## src/core/wss_pkg.sv

```systemverilog
package wss_pkg;
    localparam logic [14:0] ADDR_SRC_CH34 = 15'h026;
    localparam logic [14:0] ADDR_SRC_CH12 = 15'h027;
    localparam logic [14:0] ADDR_TIMEBASE = 15'h028;
    localparam logic [14:0] ADDR_PATLEN = 15'h029;
    localparam logic [15:0] SRC_SEL_RST = 16'h0101;
    localparam logic [15:0] TIMEBASE_RST = 16'h0111;
    localparam logic [15:0] PATLEN_RST = 16'h8000;
    localparam int SRC_HI_LSB = 8;
    localparam int SRC_LO_LSB = 0;
    localparam int GEN_HI_LSB = 12;
    localparam int GEN_LO_LSB = 4;
    localparam int MASK_HI_BIT = 11;
    localparam int SUM_HI_BIT = 10;
    localparam int MASK_LO_BIT = 3;
    localparam int SUM_LO_BIT = 2;
    localparam int HOLD_LSB = 8;
    localparam int PER_BASE_LSB = 4;
    localparam int DLY_BASE_LSB = 0;
    localparam int MOD_LSB = 11;
    localparam logic [11:0] SAT_MAX = 12'h7ff;
    localparam logic [11:0] SAT_MIN = 12'h800;
    localparam logic [4:0] SPI_HALF_BITS = 5'h10;
    typedef enum logic [1:0] {
        SRC_MEM = 2'h0, SRC_GEN = 2'h1, SRC_GATED = 2'h2, SRC_MOD = 2'h3
    } wss_src_t;
    typedef enum logic [1:0] {
        GEN_CONST = 2'h0, GEN_RAMP = 2'h1, GEN_PRNG = 2'h2, GEN_SYNTH = 2'h3
    } wss_gen_t;
    typedef struct packed {
        wss_gen_t gen;
        wss_src_t src;
    } wss_chan_cfg_t;
    typedef struct packed {
        logic rd;
        logic [14:0] addr;
    } wss_spi_cmd_t;
    typedef enum logic [3:0] {
        SP_IDLE = 4'b0001, SP_CMD = 4'b0010, SP_DATA = 4'b0100,
        SP_DONE = 4'b1000
    } wss_spi_state_t;
endpackage : wss_pkg

```

## src/core/wss_top.sv

```systemverilog
// Behaviour
// - the source field picks memory, generator, gated or modulated data.
// - source fields sit at bits 9:8 and 1:0 and reset to the generator.
// - the generator field picks constant, sawtooth, random or synthesizer.
// - generator fields sit at bits 13:12 and 5:4 and reset to constant.
// - ch1/ch2 bits 11 and 3 force ch4 and ch3 to their constants.
// - ch1/ch2 bit 10 drives ch2 with the sum of ch2 and ch4.
// - ch1/ch2 bit 2 drives ch1 with the sum of ch1 and ch3, ch3 unchanged.
// - timebase bits 11:8 give the sample hold count, zero meaning one.
// - timebase bits 7:4 give clocks per pattern period unit, zero as one.
// - timebase bits 3:0 give clocks per start delay unit, zero as one.
// - a shared 16-bit period at 0x029, reset 0x8000, counts period units.
// - the constant for generator and mask is the channel's fixed_level_in input.
`timescale 1ns/10ps
module wss_top
    import wss_pkg::*;
(
    input wire logic clock_in,
    input wire logic rst_n_in,
    input wire logic spi_cs_n_in,
    input wire logic spi_sclk_in,
    input wire logic spi_sdi_in,
    output logic spi_sdo_out,
    output logic spi_sdo_oe_n_out,
    input wire logic pattern_run_in,
    input wire logic [3:0][11:0] mem_data_in,
    input wire logic [3:0][11:0] ramp_in,
    input wire logic [3:0][11:0] prng_in,
    input wire logic [3:0][11:0] synth_in,
    input wire logic [3:0][11:0] fixed_level_in,
    input wire logic [3:0][15:0] start_offset_in,
    output logic [3:0][11:0] dac_out,
    output logic [3:0] chan_active_out,
    output logic period_start_out
);
    function automatic logic [3:0] eff_scale(input logic [3:0] f);
        return (f == 4'h0) ? 4'h1 : f;
    endfunction : eff_scale
    function automatic logic [11:0] sat_add(input logic [11:0] a,
                                            input logic [11:0] b);
        logic [12:0] s;
        s = {a[11], a} + {b[11], b};
        if (s[12] != s[11]) begin
            return s[12] ? SAT_MIN : SAT_MAX;
        end
        return s[11:0];
    endfunction : sat_add
    // spi pins: two-stage synchronisers, logic reads only the second stage
    logic [2:0] pin_s1_q, pin_s2_q, pin_s1_d, pin_s2_d;
    logic sclk_prev_q, sclk_prev_d;
    always_comb begin
        pin_s1_d = {spi_cs_n_in, spi_sclk_in, spi_sdi_in};
        pin_s2_d = pin_s1_q;
        sclk_prev_d = pin_s2_q[1];
    end
    always_ff @(posedge clock_in) begin
        if (!rst_n_in) begin
            pin_s1_q <= 3'h4;
            pin_s2_q <= 3'h4;
            sclk_prev_q <= 1'b0;
        end else begin
            pin_s1_q <= pin_s1_d;
            pin_s2_q <= pin_s2_d;
            sclk_prev_q <= sclk_prev_d;
        end
    end
    logic cs_n, sclk_rise, sclk_fall, sdi;
    assign cs_n = pin_s2_q[2];
    assign sdi = pin_s2_q[0];
    assign sclk_rise = pin_s2_q[1] & ~sclk_prev_q;
    assign sclk_fall = ~pin_s2_q[1] & sclk_prev_q;
    // registers
    logic [15:0] src34_q, src12_q, tbase_q, patlen_q;
    logic [15:0] src34_d, src12_d, tbase_d, patlen_d;
    logic wr_en;
    logic [14:0] wr_addr;
    logic [15:0] wr_data;
    // serial port: 16-bit command (read flag, address) then 16-bit data
    wss_spi_state_t sp_q, sp_d;
    logic [4:0] bit_q, bit_d;
    logic [15:0] sh_in_q, sh_in_d, sh_out_q, sh_out_d;
    wss_spi_cmd_t cmd_q, cmd_d;
    logic sdo_q, sdo_d;
    always_comb begin
        sp_d = sp_q;
        bit_d = bit_q;
        sh_in_d = sh_in_q;
        sh_out_d = sh_out_q;
        cmd_d = cmd_q;
        wr_en = 1'b0;
        if (sclk_rise) begin
            sh_in_d = {sh_in_q[14:0], sdi};
            bit_d = bit_q + 5'h1;
        end
        case (sp_q)
            SP_IDLE: begin
                bit_d = 5'h0;
                if (!cs_n) begin
                    sp_d = SP_CMD;
                end
            end
            SP_CMD: begin
                if (sclk_rise && bit_q == SPI_HALF_BITS - 5'h1) begin
                    cmd_d = {sh_in_q[14:0], sdi};
                    sh_out_d = rd_data_of({sh_in_q[13:0], sdi});
                    bit_d = 5'h0;
                    sp_d = SP_DATA;
                end
            end
            SP_DATA: begin
                // first fall comes before the first data rise: keep msb
                if (sclk_fall && bit_q != 5'h0) begin
                    sh_out_d = {sh_out_q[14:0], 1'b0};
                end
                if (sclk_rise && bit_q == SPI_HALF_BITS - 5'h1) begin
                    wr_en = ~cmd_q.rd;
                    sp_d = SP_DONE;
                end
            end
            SP_DONE: bit_d = 5'h0;
            default: sp_d = SP_IDLE;
        endcase
        if (cs_n) begin
            sp_d = SP_IDLE;
        end
        sdo_d = sh_out_d[15];
    end
    assign wr_addr = cmd_q.addr;
    assign wr_data = {sh_in_q[14:0], sdi};
    always_ff @(posedge clock_in) begin
        if (!rst_n_in) begin
            sp_q <= SP_IDLE;
            bit_q <= 5'h0;
            sh_in_q <= 16'h0000;
            sh_out_q <= 16'h0000;
            cmd_q <= '0;
            sdo_q <= 1'b0;
        end else begin
            sp_q <= sp_d;
            bit_q <= bit_d;
            sh_in_q <= sh_in_d;
            sh_out_q <= sh_out_d;
            cmd_q <= cmd_d;
            sdo_q <= sdo_d;
        end
    end
    assign spi_sdo_out = sdo_q;
    assign spi_sdo_oe_n_out = ~((sp_q == SP_DATA) && cmd_q.rd);

    function automatic logic [15:0] rd_data_of(input logic [14:0] a);
        case (a)
            ADDR_SRC_CH34: return src34_q;
            ADDR_SRC_CH12: return src12_q;
            ADDR_TIMEBASE: return tbase_q;
            ADDR_PATLEN: return patlen_q;
            default: return 16'h0000;
        endcase
    endfunction : rd_data_of

    always_comb begin
        src34_d = (wr_en && wr_addr == ADDR_SRC_CH34) ? wr_data : src34_q;
        src12_d = (wr_en && wr_addr == ADDR_SRC_CH12) ? wr_data : src12_q;
        tbase_d = (wr_en && wr_addr == ADDR_TIMEBASE) ? wr_data : tbase_q;
        patlen_d = (wr_en && wr_addr == ADDR_PATLEN) ? wr_data : patlen_q;
    end
    always_ff @(posedge clock_in) begin
        if (!rst_n_in) begin
            src34_q <= SRC_SEL_RST;
            src12_q <= SRC_SEL_RST;
            tbase_q <= TIMEBASE_RST;
            patlen_q <= PATLEN_RST;
        end else begin
            src34_q <= src34_d;
            src12_q <= src12_d;
            tbase_q <= tbase_d;
            patlen_q <= patlen_d;
        end
    end
    logic [3:0] hold_n, per_scale, dly_scale;
    assign hold_n = eff_scale(tbase_q[HOLD_LSB+:4]);
    assign per_scale = eff_scale(tbase_q[PER_BASE_LSB+:4]);
    assign dly_scale = eff_scale(tbase_q[DLY_BASE_LSB+:4]);

    // timebase: period and start-delay prescalers run only while playing
    logic [3:0] ppre_q, ppre_d, dpre_q, dpre_d, hcnt_q, hcnt_d;
    logic [15:0] pcnt_q, pcnt_d, dcnt_q, dcnt_d;
    logic pstart_q, pstart_d, ptick, pwrap, dtick, sample_en;
    logic [3:0] gate;
    always_comb begin
        ptick = ppre_q >= per_scale - 4'h1;
        pwrap = ptick && pcnt_q >= patlen_q - 16'h0001;
        dtick = dpre_q >= dly_scale - 4'h1;
        ppre_d = ptick ? 4'h0 : ppre_q + 4'h1;
        pcnt_d = pwrap ? 16'h0000 : pcnt_q + {15'h0000, ptick};
        dpre_d = (pwrap || dtick) ? 4'h0 : dpre_q + 4'h1;
        dcnt_d = dcnt_q;
        if (pwrap) begin
            dcnt_d = 16'h0000;
        end else if (dtick && dcnt_q != 16'hffff) begin
            dcnt_d = dcnt_q + 16'h0001;
        end
        pstart_d = pwrap;
        if (!pattern_run_in) begin
            ppre_d = 4'h0;
            pcnt_d = 16'h0000;
            dpre_d = 4'h0;
            dcnt_d = 16'h0000;
            pstart_d = 1'b0;
        end
        // a shrunk hold value must not strand the counter above it
        sample_en = hcnt_q >= hold_n - 4'h1;
        hcnt_d = sample_en ? 4'h0 : hcnt_q + 4'h1;
    end

    // per-channel source selection; index 0..3 is channel 1..4
    logic [3:0][11:0] pre, dac_q, dac_d;
    wss_chan_cfg_t [3:0] cfg;
    logic [3:0] mask, active_q;
    assign mask = {src12_q[MASK_HI_BIT], src12_q[MASK_LO_BIT], 2'b00};
    genvar i;
    generate
        for (i = 0; i < 4; i++) begin : g_ch
            localparam int SLSB = (i % 2 == 1) ? SRC_HI_LSB : SRC_LO_LSB;
            localparam int GLSB = (i % 2 == 1) ? GEN_HI_LSB : GEN_LO_LSB;
            logic [15:0] creg;
            logic [11:0] gen_v;
            logic signed [23:0] prod;
            assign creg = (i < 2) ? src12_q : src34_q;
            assign cfg[i] = {wss_gen_t'(creg[GLSB+:2]),
                             wss_src_t'(creg[SLSB+:2])};
            assign gate[i] = pattern_run_in
                             && dcnt_q >= start_offset_in[i];
            always_comb begin
                case (cfg[i].gen)
                    GEN_CONST: gen_v = fixed_level_in[i];
                    GEN_RAMP: gen_v = ramp_in[i];
                    GEN_PRNG: gen_v = prng_in[i];
                    GEN_SYNTH: gen_v = synth_in[i];
                    default: gen_v = fixed_level_in[i];
                endcase
                prod = $signed(gen_v) * $signed(mem_data_in[i]);
                case (cfg[i].src)
                    SRC_MEM: pre[i] = mem_data_in[i];
                    SRC_GEN: pre[i] = gen_v;
                    SRC_GATED: pre[i] = gate[i] ? gen_v : 12'h000;
                    SRC_MOD: pre[i] = prod[MOD_LSB+:12];
                    default: pre[i] = gen_v;
                endcase
                if (mask[i]) begin
                    pre[i] = fixed_level_in[i];
                end
            end
        end
    endgenerate

    always_comb begin
        dac_d = dac_q;
        if (sample_en) begin
            dac_d = pre;
            if (src12_q[SUM_LO_BIT]) begin
                dac_d[0] = sat_add(pre[0], pre[2]);
            end
            if (src12_q[SUM_HI_BIT]) begin
                dac_d[1] = sat_add(pre[1], pre[3]);
            end
        end
    end
    always_ff @(posedge clock_in) begin
        if (!rst_n_in) begin
            ppre_q <= 4'h0;
            dpre_q <= 4'h0;
            hcnt_q <= 4'h0;
            pcnt_q <= 16'h0000;
            dcnt_q <= 16'h0000;
            pstart_q <= 1'b0;
            active_q <= 4'h0;
            dac_q <= '0;
        end else begin
            ppre_q <= ppre_d;
            dpre_q <= dpre_d;
            hcnt_q <= hcnt_d;
            pcnt_q <= pcnt_d;
            dcnt_q <= dcnt_d;
            pstart_q <= pstart_d;
            active_q <= gate;
            dac_q <= dac_d;
        end
    end
    assign dac_out = dac_q;
    assign chan_active_out = active_q;
    assign period_start_out = pstart_q;
endmodule : wss_top

```

## config.mk

```make
export PLATFORM = sky130hd
export DESIGN_NAME = wss_top
export DESIGN_NICKNAME = d
export VERILOG_FILES = /design/src/core/wss_pkg.sv /design/src/core/wss_top.sv
export SDC_FILE = /design/constraint.sdc
export NUM_CORES = 2
export LEC_CHECK = 0
export BUFFER_PORTS_ARGS = -buffer_cell sky130_fd_sc_hd__buf_2
export CAP_MARGIN = 20
export CORE_MARGIN = 8
export CORE_UTILIZATION = 45
export DETAILED_ROUTE_END_ITERATION = 12
export HOLD_SLACK_MARGIN = 0.1
export PLACE_DENSITY = 0.69
export SLEW_MARGIN = 0
export SYNTH_ARGS = -nofsm -noshare
export SYNTH_HDL_FRONTEND = slang
export SYNTH_SLANG_ARGS = --single-unit
```

## constraint.sdc

```tcl
create_clock -name clock_in -period 8.4 [get_ports clock_in]
set_input_delay 0.42 -clock clock_in [delete_from_list [all_inputs] [get_ports clock_in]]
set_output_delay 0.42 -clock clock_in [all_outputs]
set_load 0.02 [all_outputs]
```

# --- Word level (Yosys, flattened, before mapping) ---
# Index checks and enable logic that the tools add are counted.
op_classes:
  bitwise_logic: 9
  muxes: 43
  n_reduce_logical: 37
  mul: 4
  n_addsub: 12
  magnitude_cmp: 8
  n_eq_ne: 43
op_table:
  columns: ["op", "count"]
  rows:
  - ["$pmux 12 s4", 8]
  - ["$mux 12", 14]
  - ["$eq 15x6->1 const B", 8]
  - ["$mul 12x12->23", 4]
  - ["$ge 16x16->1", 5]
  - ["$pmux 16 s4", 1]
  - ["$eq 2x2->1 const B", 16]
  - ["$mux 16", 2]
  - ["$pmux 16 s2", 1]
  - ["$add 12x12->13", 2]
  - ["$mux 4", 5]
  - ["$add 16x1->16", 1]
  - ["$add 16x1->16 const B", 1]
  - ["$eq 2x1->1 const B", 8]
  - ["$logic_not 2->1", 8]
  - ["$ne 16x16->1 const B", 1]
  - ["$pmux 4 s4", 1]
  - ["$sub 16x1->16 const B", 1]
  - ["$logic_and 1x1->1", 13]
  - ["$add 4x1->4 const B", 3]
  - ["$ge 4x4->1", 3]
  - ["$logic_not 4->1", 3]
  - ["$sub 4x1->4 const B", 3]
  - ["$mux 5", 2]
  - ["19 further kinds", 42]
totals:
  inputBits: 310
  output_inout_bits: 55
  word_cells: 181
  register_bits: 224

# --- Logic depth before layout (Yosys ltp) ---
depth:
  depth_word: 12
  depth_mapped: 36
  depth_no_buf: 33

# --- Worst setup path after synthesis ---
# No wires, ideal clock.
synth_path:
  path_type: "flip-flop to flip-flop"
  from: "register src34_q[13], in the netlist g_ch[2].creg[13]"
  to: "register dac_q (netlist bit dac_out[18])"
  n_path_buf: 3
  synth_period_minus_slack_ns: 8.279
  path_stages_with_launch: 35
  setup_time_ns: 0.116
  t_required_ns: 8.284
  path_slack_ns: 0.121
  t_arrival_ns: 8.162
  cell_sequence: "dfxtp_1 > clkbuf_1 > buf_2 > mux4_2 > clkbuf_1 > and2_1 > fa_1 > inv_1 > fa_1 > fa_1 > inv_1 > fa_1 > inv_1 > fa_1 > inv_1 > ha_1 > a21o_1 > a21o_1 > or3_1 > a21oi_2 > o21bai_2 > a21oi_1 > xnor2_1 > a221oi_1 > nor2_1 > ha_1 > a21o_1 > a21o_1 > a22oi_1 > a31oi_1 > o21ai_0 > nand4_2 > nand2b_2 > a21o_1 > o211a_1"
synth_rtl:
  columns: ["item", "line", "rtl"]
  rows:
  - ["start: declaration", "wss_top.sv:73", "logic [15:0] src34_q, src12_q, tbase_q, patlen_q;"]
  - ["start signal: assignment", "wss_top.sv:173", "src34_q <= src34_d;"]
  - ["end signal: assignment", "wss_top.sv:277", "dac_q <= '0;"]
  - ["end signal: assignment", "wss_top.sv:286", "dac_q <= dac_d;"]
  - ["end: declaration", "wss_top.sv:216", "logic [3:0][11:0] pre, dac_q, dac_d;"]

==> metrics <==
PD cells=266 nW/um2; hold path start=fixed_level_in[26]; Flop pwr share=10.4%; Filler Cell Count=7,433; Commonest cells post-synth=inv_1 (743), nand2_1 (657), fa_1 (530); Via-to-Cell Ratio=5.43; Period Utilization, post-route=96.4%; total power draw=10.6 mW; GRT Overall Usage=23.3%; clk slew on worst S/H paths=0.08 ns; Routed met1 length=43,600 um; slew margin rel.=20.5%; combinational power share=78.7%; Vert. Die Dim=298 um; WL/cell=19.0 um; top-count cell post-synth=inv_1; crit start category=flop; CTS Buf Count=25; fmax=0.124 GHz; clock share of power=10.9%; Area after DPL=38,500 um2; dominant synthesized flop cell=dfxtp_1; Worst-Margin Slew=1.18 ns; DR iter-0 viols=2,318; Rows=103; Ports=365; gate count of the mapped netlist=4,224; syn avg cell area=8.45 um2; clk buf depth=3; post-synthesis async set-or-reset flop share=0%; Required @ worst endpoint=8.85 ns; Crit path top cell by count=fa_1; Port-buffer cells=364; met2 WL=48,900 um; DRC viols=0; GPL Wtd Cong=0.912; Worst Hold Class=in -> reg; worst skew pair latency=0.54 ns; nets@finish=5,652; sequential area share after synthesis=12.6%; final core utilization=50.6%; Setup Skew=0.0214 ns; wire length of the first global-routing pass=168,000 um; FF+latch count, synth=224; Slowest cell on crit path=mux4_2; Post-Syn Nets=5,377; drt pass-1 iters=5; Syn Std Cell Area=35,700 um2; max cap viols=0; Peak VDD IR=0.293 mV; fin area=39,900 um2; Root Driver=clkbuf_16; Worst path max stage delay=0.55 ns; Max FO, Critical Path=12; Synth area leader=fa_1; initial antenna violation count=3; switching power summed over all nets=5.18 mW; total congestion overflow=0; Setup CP Type=reg -> reg; met3 routed WL=9200 um; library cells used by synthesis=101; Crit. End Element=flop; status=finished, final reports clean; area grow syn2layout=11.7%; Arr. time, crit path=8.54 ns; initial core utilization=45.3%; Yosys warnings=0; H-tree levels=1; post-synth top area share=29.7%; CTS tree=yes; final hold viol count=0; final WL=106,000 um; Setup Viol. Count Final=0; max layer used=met4; core footprint=78,700 um2; DP HPWL=84,400 um; Cell Int Power=5.43 mW; vias in the first global route=30,900; Hold WS=0.212 ns; final slew viol count=0; vias=30,300; EDFF count, synth=0; Die ar.=88,600 um2; Sw Share=48.8%; remaining antenna violation count=0; synth top area cells=fa_1 (30%), dfxtp_1 (13%), ha_1 (11%); reg2reg start=g_ch[2].creg[13]; layout cells sized above 1=13.6%; CTS sink cnt=224; leakage=19.3 nW; largest net degree at the start of global routing=59; width of the chip=298 um; min cycle time layout=8.09 ns; Setup crit start=g_ch[2].creg[13]
==> placed cells by master, fill, tap and decap left out, types with 14 or more instances in the layout <==
cell	Yosys	layout
a211oi_1	27	26
a21o_1	57	57
a21oi_1	220	218
a221oi_1	17	15
a22oi_1	41	39
a31oi_1	23	20
and2_1	212	212
and3_1	24	24
and4_1	14	14
buf_2	28	364
buf_4	6	83
clkbuf_16	0	25
dfxtp_1	224	221
fa_1	530	530
ha_1	313	311
inv_1	743	741
mux2i_1	19	19
mux4_2	48	48
nand2_1	657	657
nand2b_1	49	49
nand3_1	59	58
nand4_1	19	19
nor2_1	221	220
nor2b_1	21	21
nor3_1	35	33
o21ai_0	75	69
o21ai_1	12	15
o31ai_1	17	15
xnor2_1	92	92
xor2_1	50	50
==> stage by stage <==
step | setup TNS [ns] | setup slack (ns) | std cells
floorplan | 0 | 0.121 | 4224
global placement | 0 | 0.288 | 5486
detailed placement | 0 | 0.129 | 5488
CTS | 0 | 0.0777 | 5535
global route | -0.150 | -0.0680 | 5568
finish | 0 | 0.305 | 5569
==> routing by layer <==
| metal | GRT usage (%) | vias to the layer above |
|---|---|---|
| li1 | - | 14000 |
| met1 | 30.9 | 14800 |
| met2 | 38.2 | 1240 |
| met3 | 4.12 | 198 |
| met4 | 7.82 | 0 |
| met5 | 0 | - |
==> power by group through the flow <==
stage | clock, mW | sequential, mW | combinational (mW)
2_1_floorplan | 0 | 1.12 | 6.35
5_1_grt | 1.22 | 1.10 | 9.49
4_1_cts | 1.18 | 1.10 | 8.19
6_report | 1.16 | 1.10 | 8.35
3_5_place_dp | 0 | 1.12 | 8.11
3_3_place_gp | 0 | 1.12 | 7.98
==> registers in the layout, indices dropped and copies added, names as in the netlist <==
| signal | cells |
|---|---|
| dac_out | 48 |
| g_ch.creg | 32 |
| sclk_prev_q | 1 |
| sh_out_q | 16 |
| ppre_q | 4 |
| dcnt_q | 16 |
| sh_in_q | 15 |
| pin_s2_q | 3 |
| hcnt_q | 4 |
| tbase_q | 16 |
| wr_addr | 15 |
| pcnt_q | 16 |
| sp_q | 4 |
| patlen_q | 16 |
| pin_s1_q | 3 |
| period_start_out | 1 |
| chan_active_out | 4 |
| dpre_q | 4 |
| cmd_q | 1 |
| bit_q | 5 |
==> kinds of logic after synthesis <==
logic type | count (synthesis) | share of synthesized area (%)
AND/OR/NAND/NOR | 1366 | 17.9
adder cells (fa/ha/maj) | 844 | 40.7
AO/OA/AOI/OAI | 620 | 11.4
multiplexers | 68 | 3.59
buffers and inverters | 959 | 10.3
flip-flops | 224 | 12.6
XOR/XNOR | 143 | 3.55
==> worst max-delay path, delay by kind of cell, from the launching register on <==
family / cells / cell delay (ns)
DFF: 1 / 0.36
buffers and inverters: 5 / 0.35
and+or+nand+nor: 7 / 1.56
muxes: 1 / 0.55
AOI/OAI and AO/OA: 11 / 1.98
xor gates and xnor gates: 1 / 0.10
adders and majority gates: 7 / 3.08
==> worst paths after layout <==
kind	endpoint	slack, ns	cells after the start
setup reg to reg	dac_out[14]	0.31	32
setup / recovery	dac_out[14]	0.31	32
hold reg to reg	pin_s2_q[2]	0.42	1
hold / removal	dac_out[26]	0.21	3
==> cell type report <==
| type | instances | area [um2] | share of cell area (%) |
|---|---|---|---|
| tap | 1050 | 1310 | 3.30 |
| timing repair buffer | 458 | 2600 | 6.53 |
| antenna | 3 | 7.51 | 0.0188 |
| multi-input combinational | 3043 | 27800 | 69.7 |
| clock buffer | 38 | 734 | 1.84 |
| clock inverter | 6 | 124 | 0.311 |
| inverter | 747 | 2810 | 7.04 |
| sequential | 224 | 4490 | 11.3 |
==> repair_timing <==
action                                  CTS  global route
resized for setup                         0            42
buffers inserted                          0            29
hold buffers                              3             0
endpoints found under the setup margin    0            22
endpoints found under the hold margin     3             0
No activity file was read; power rests on OpenSTA's default activity.
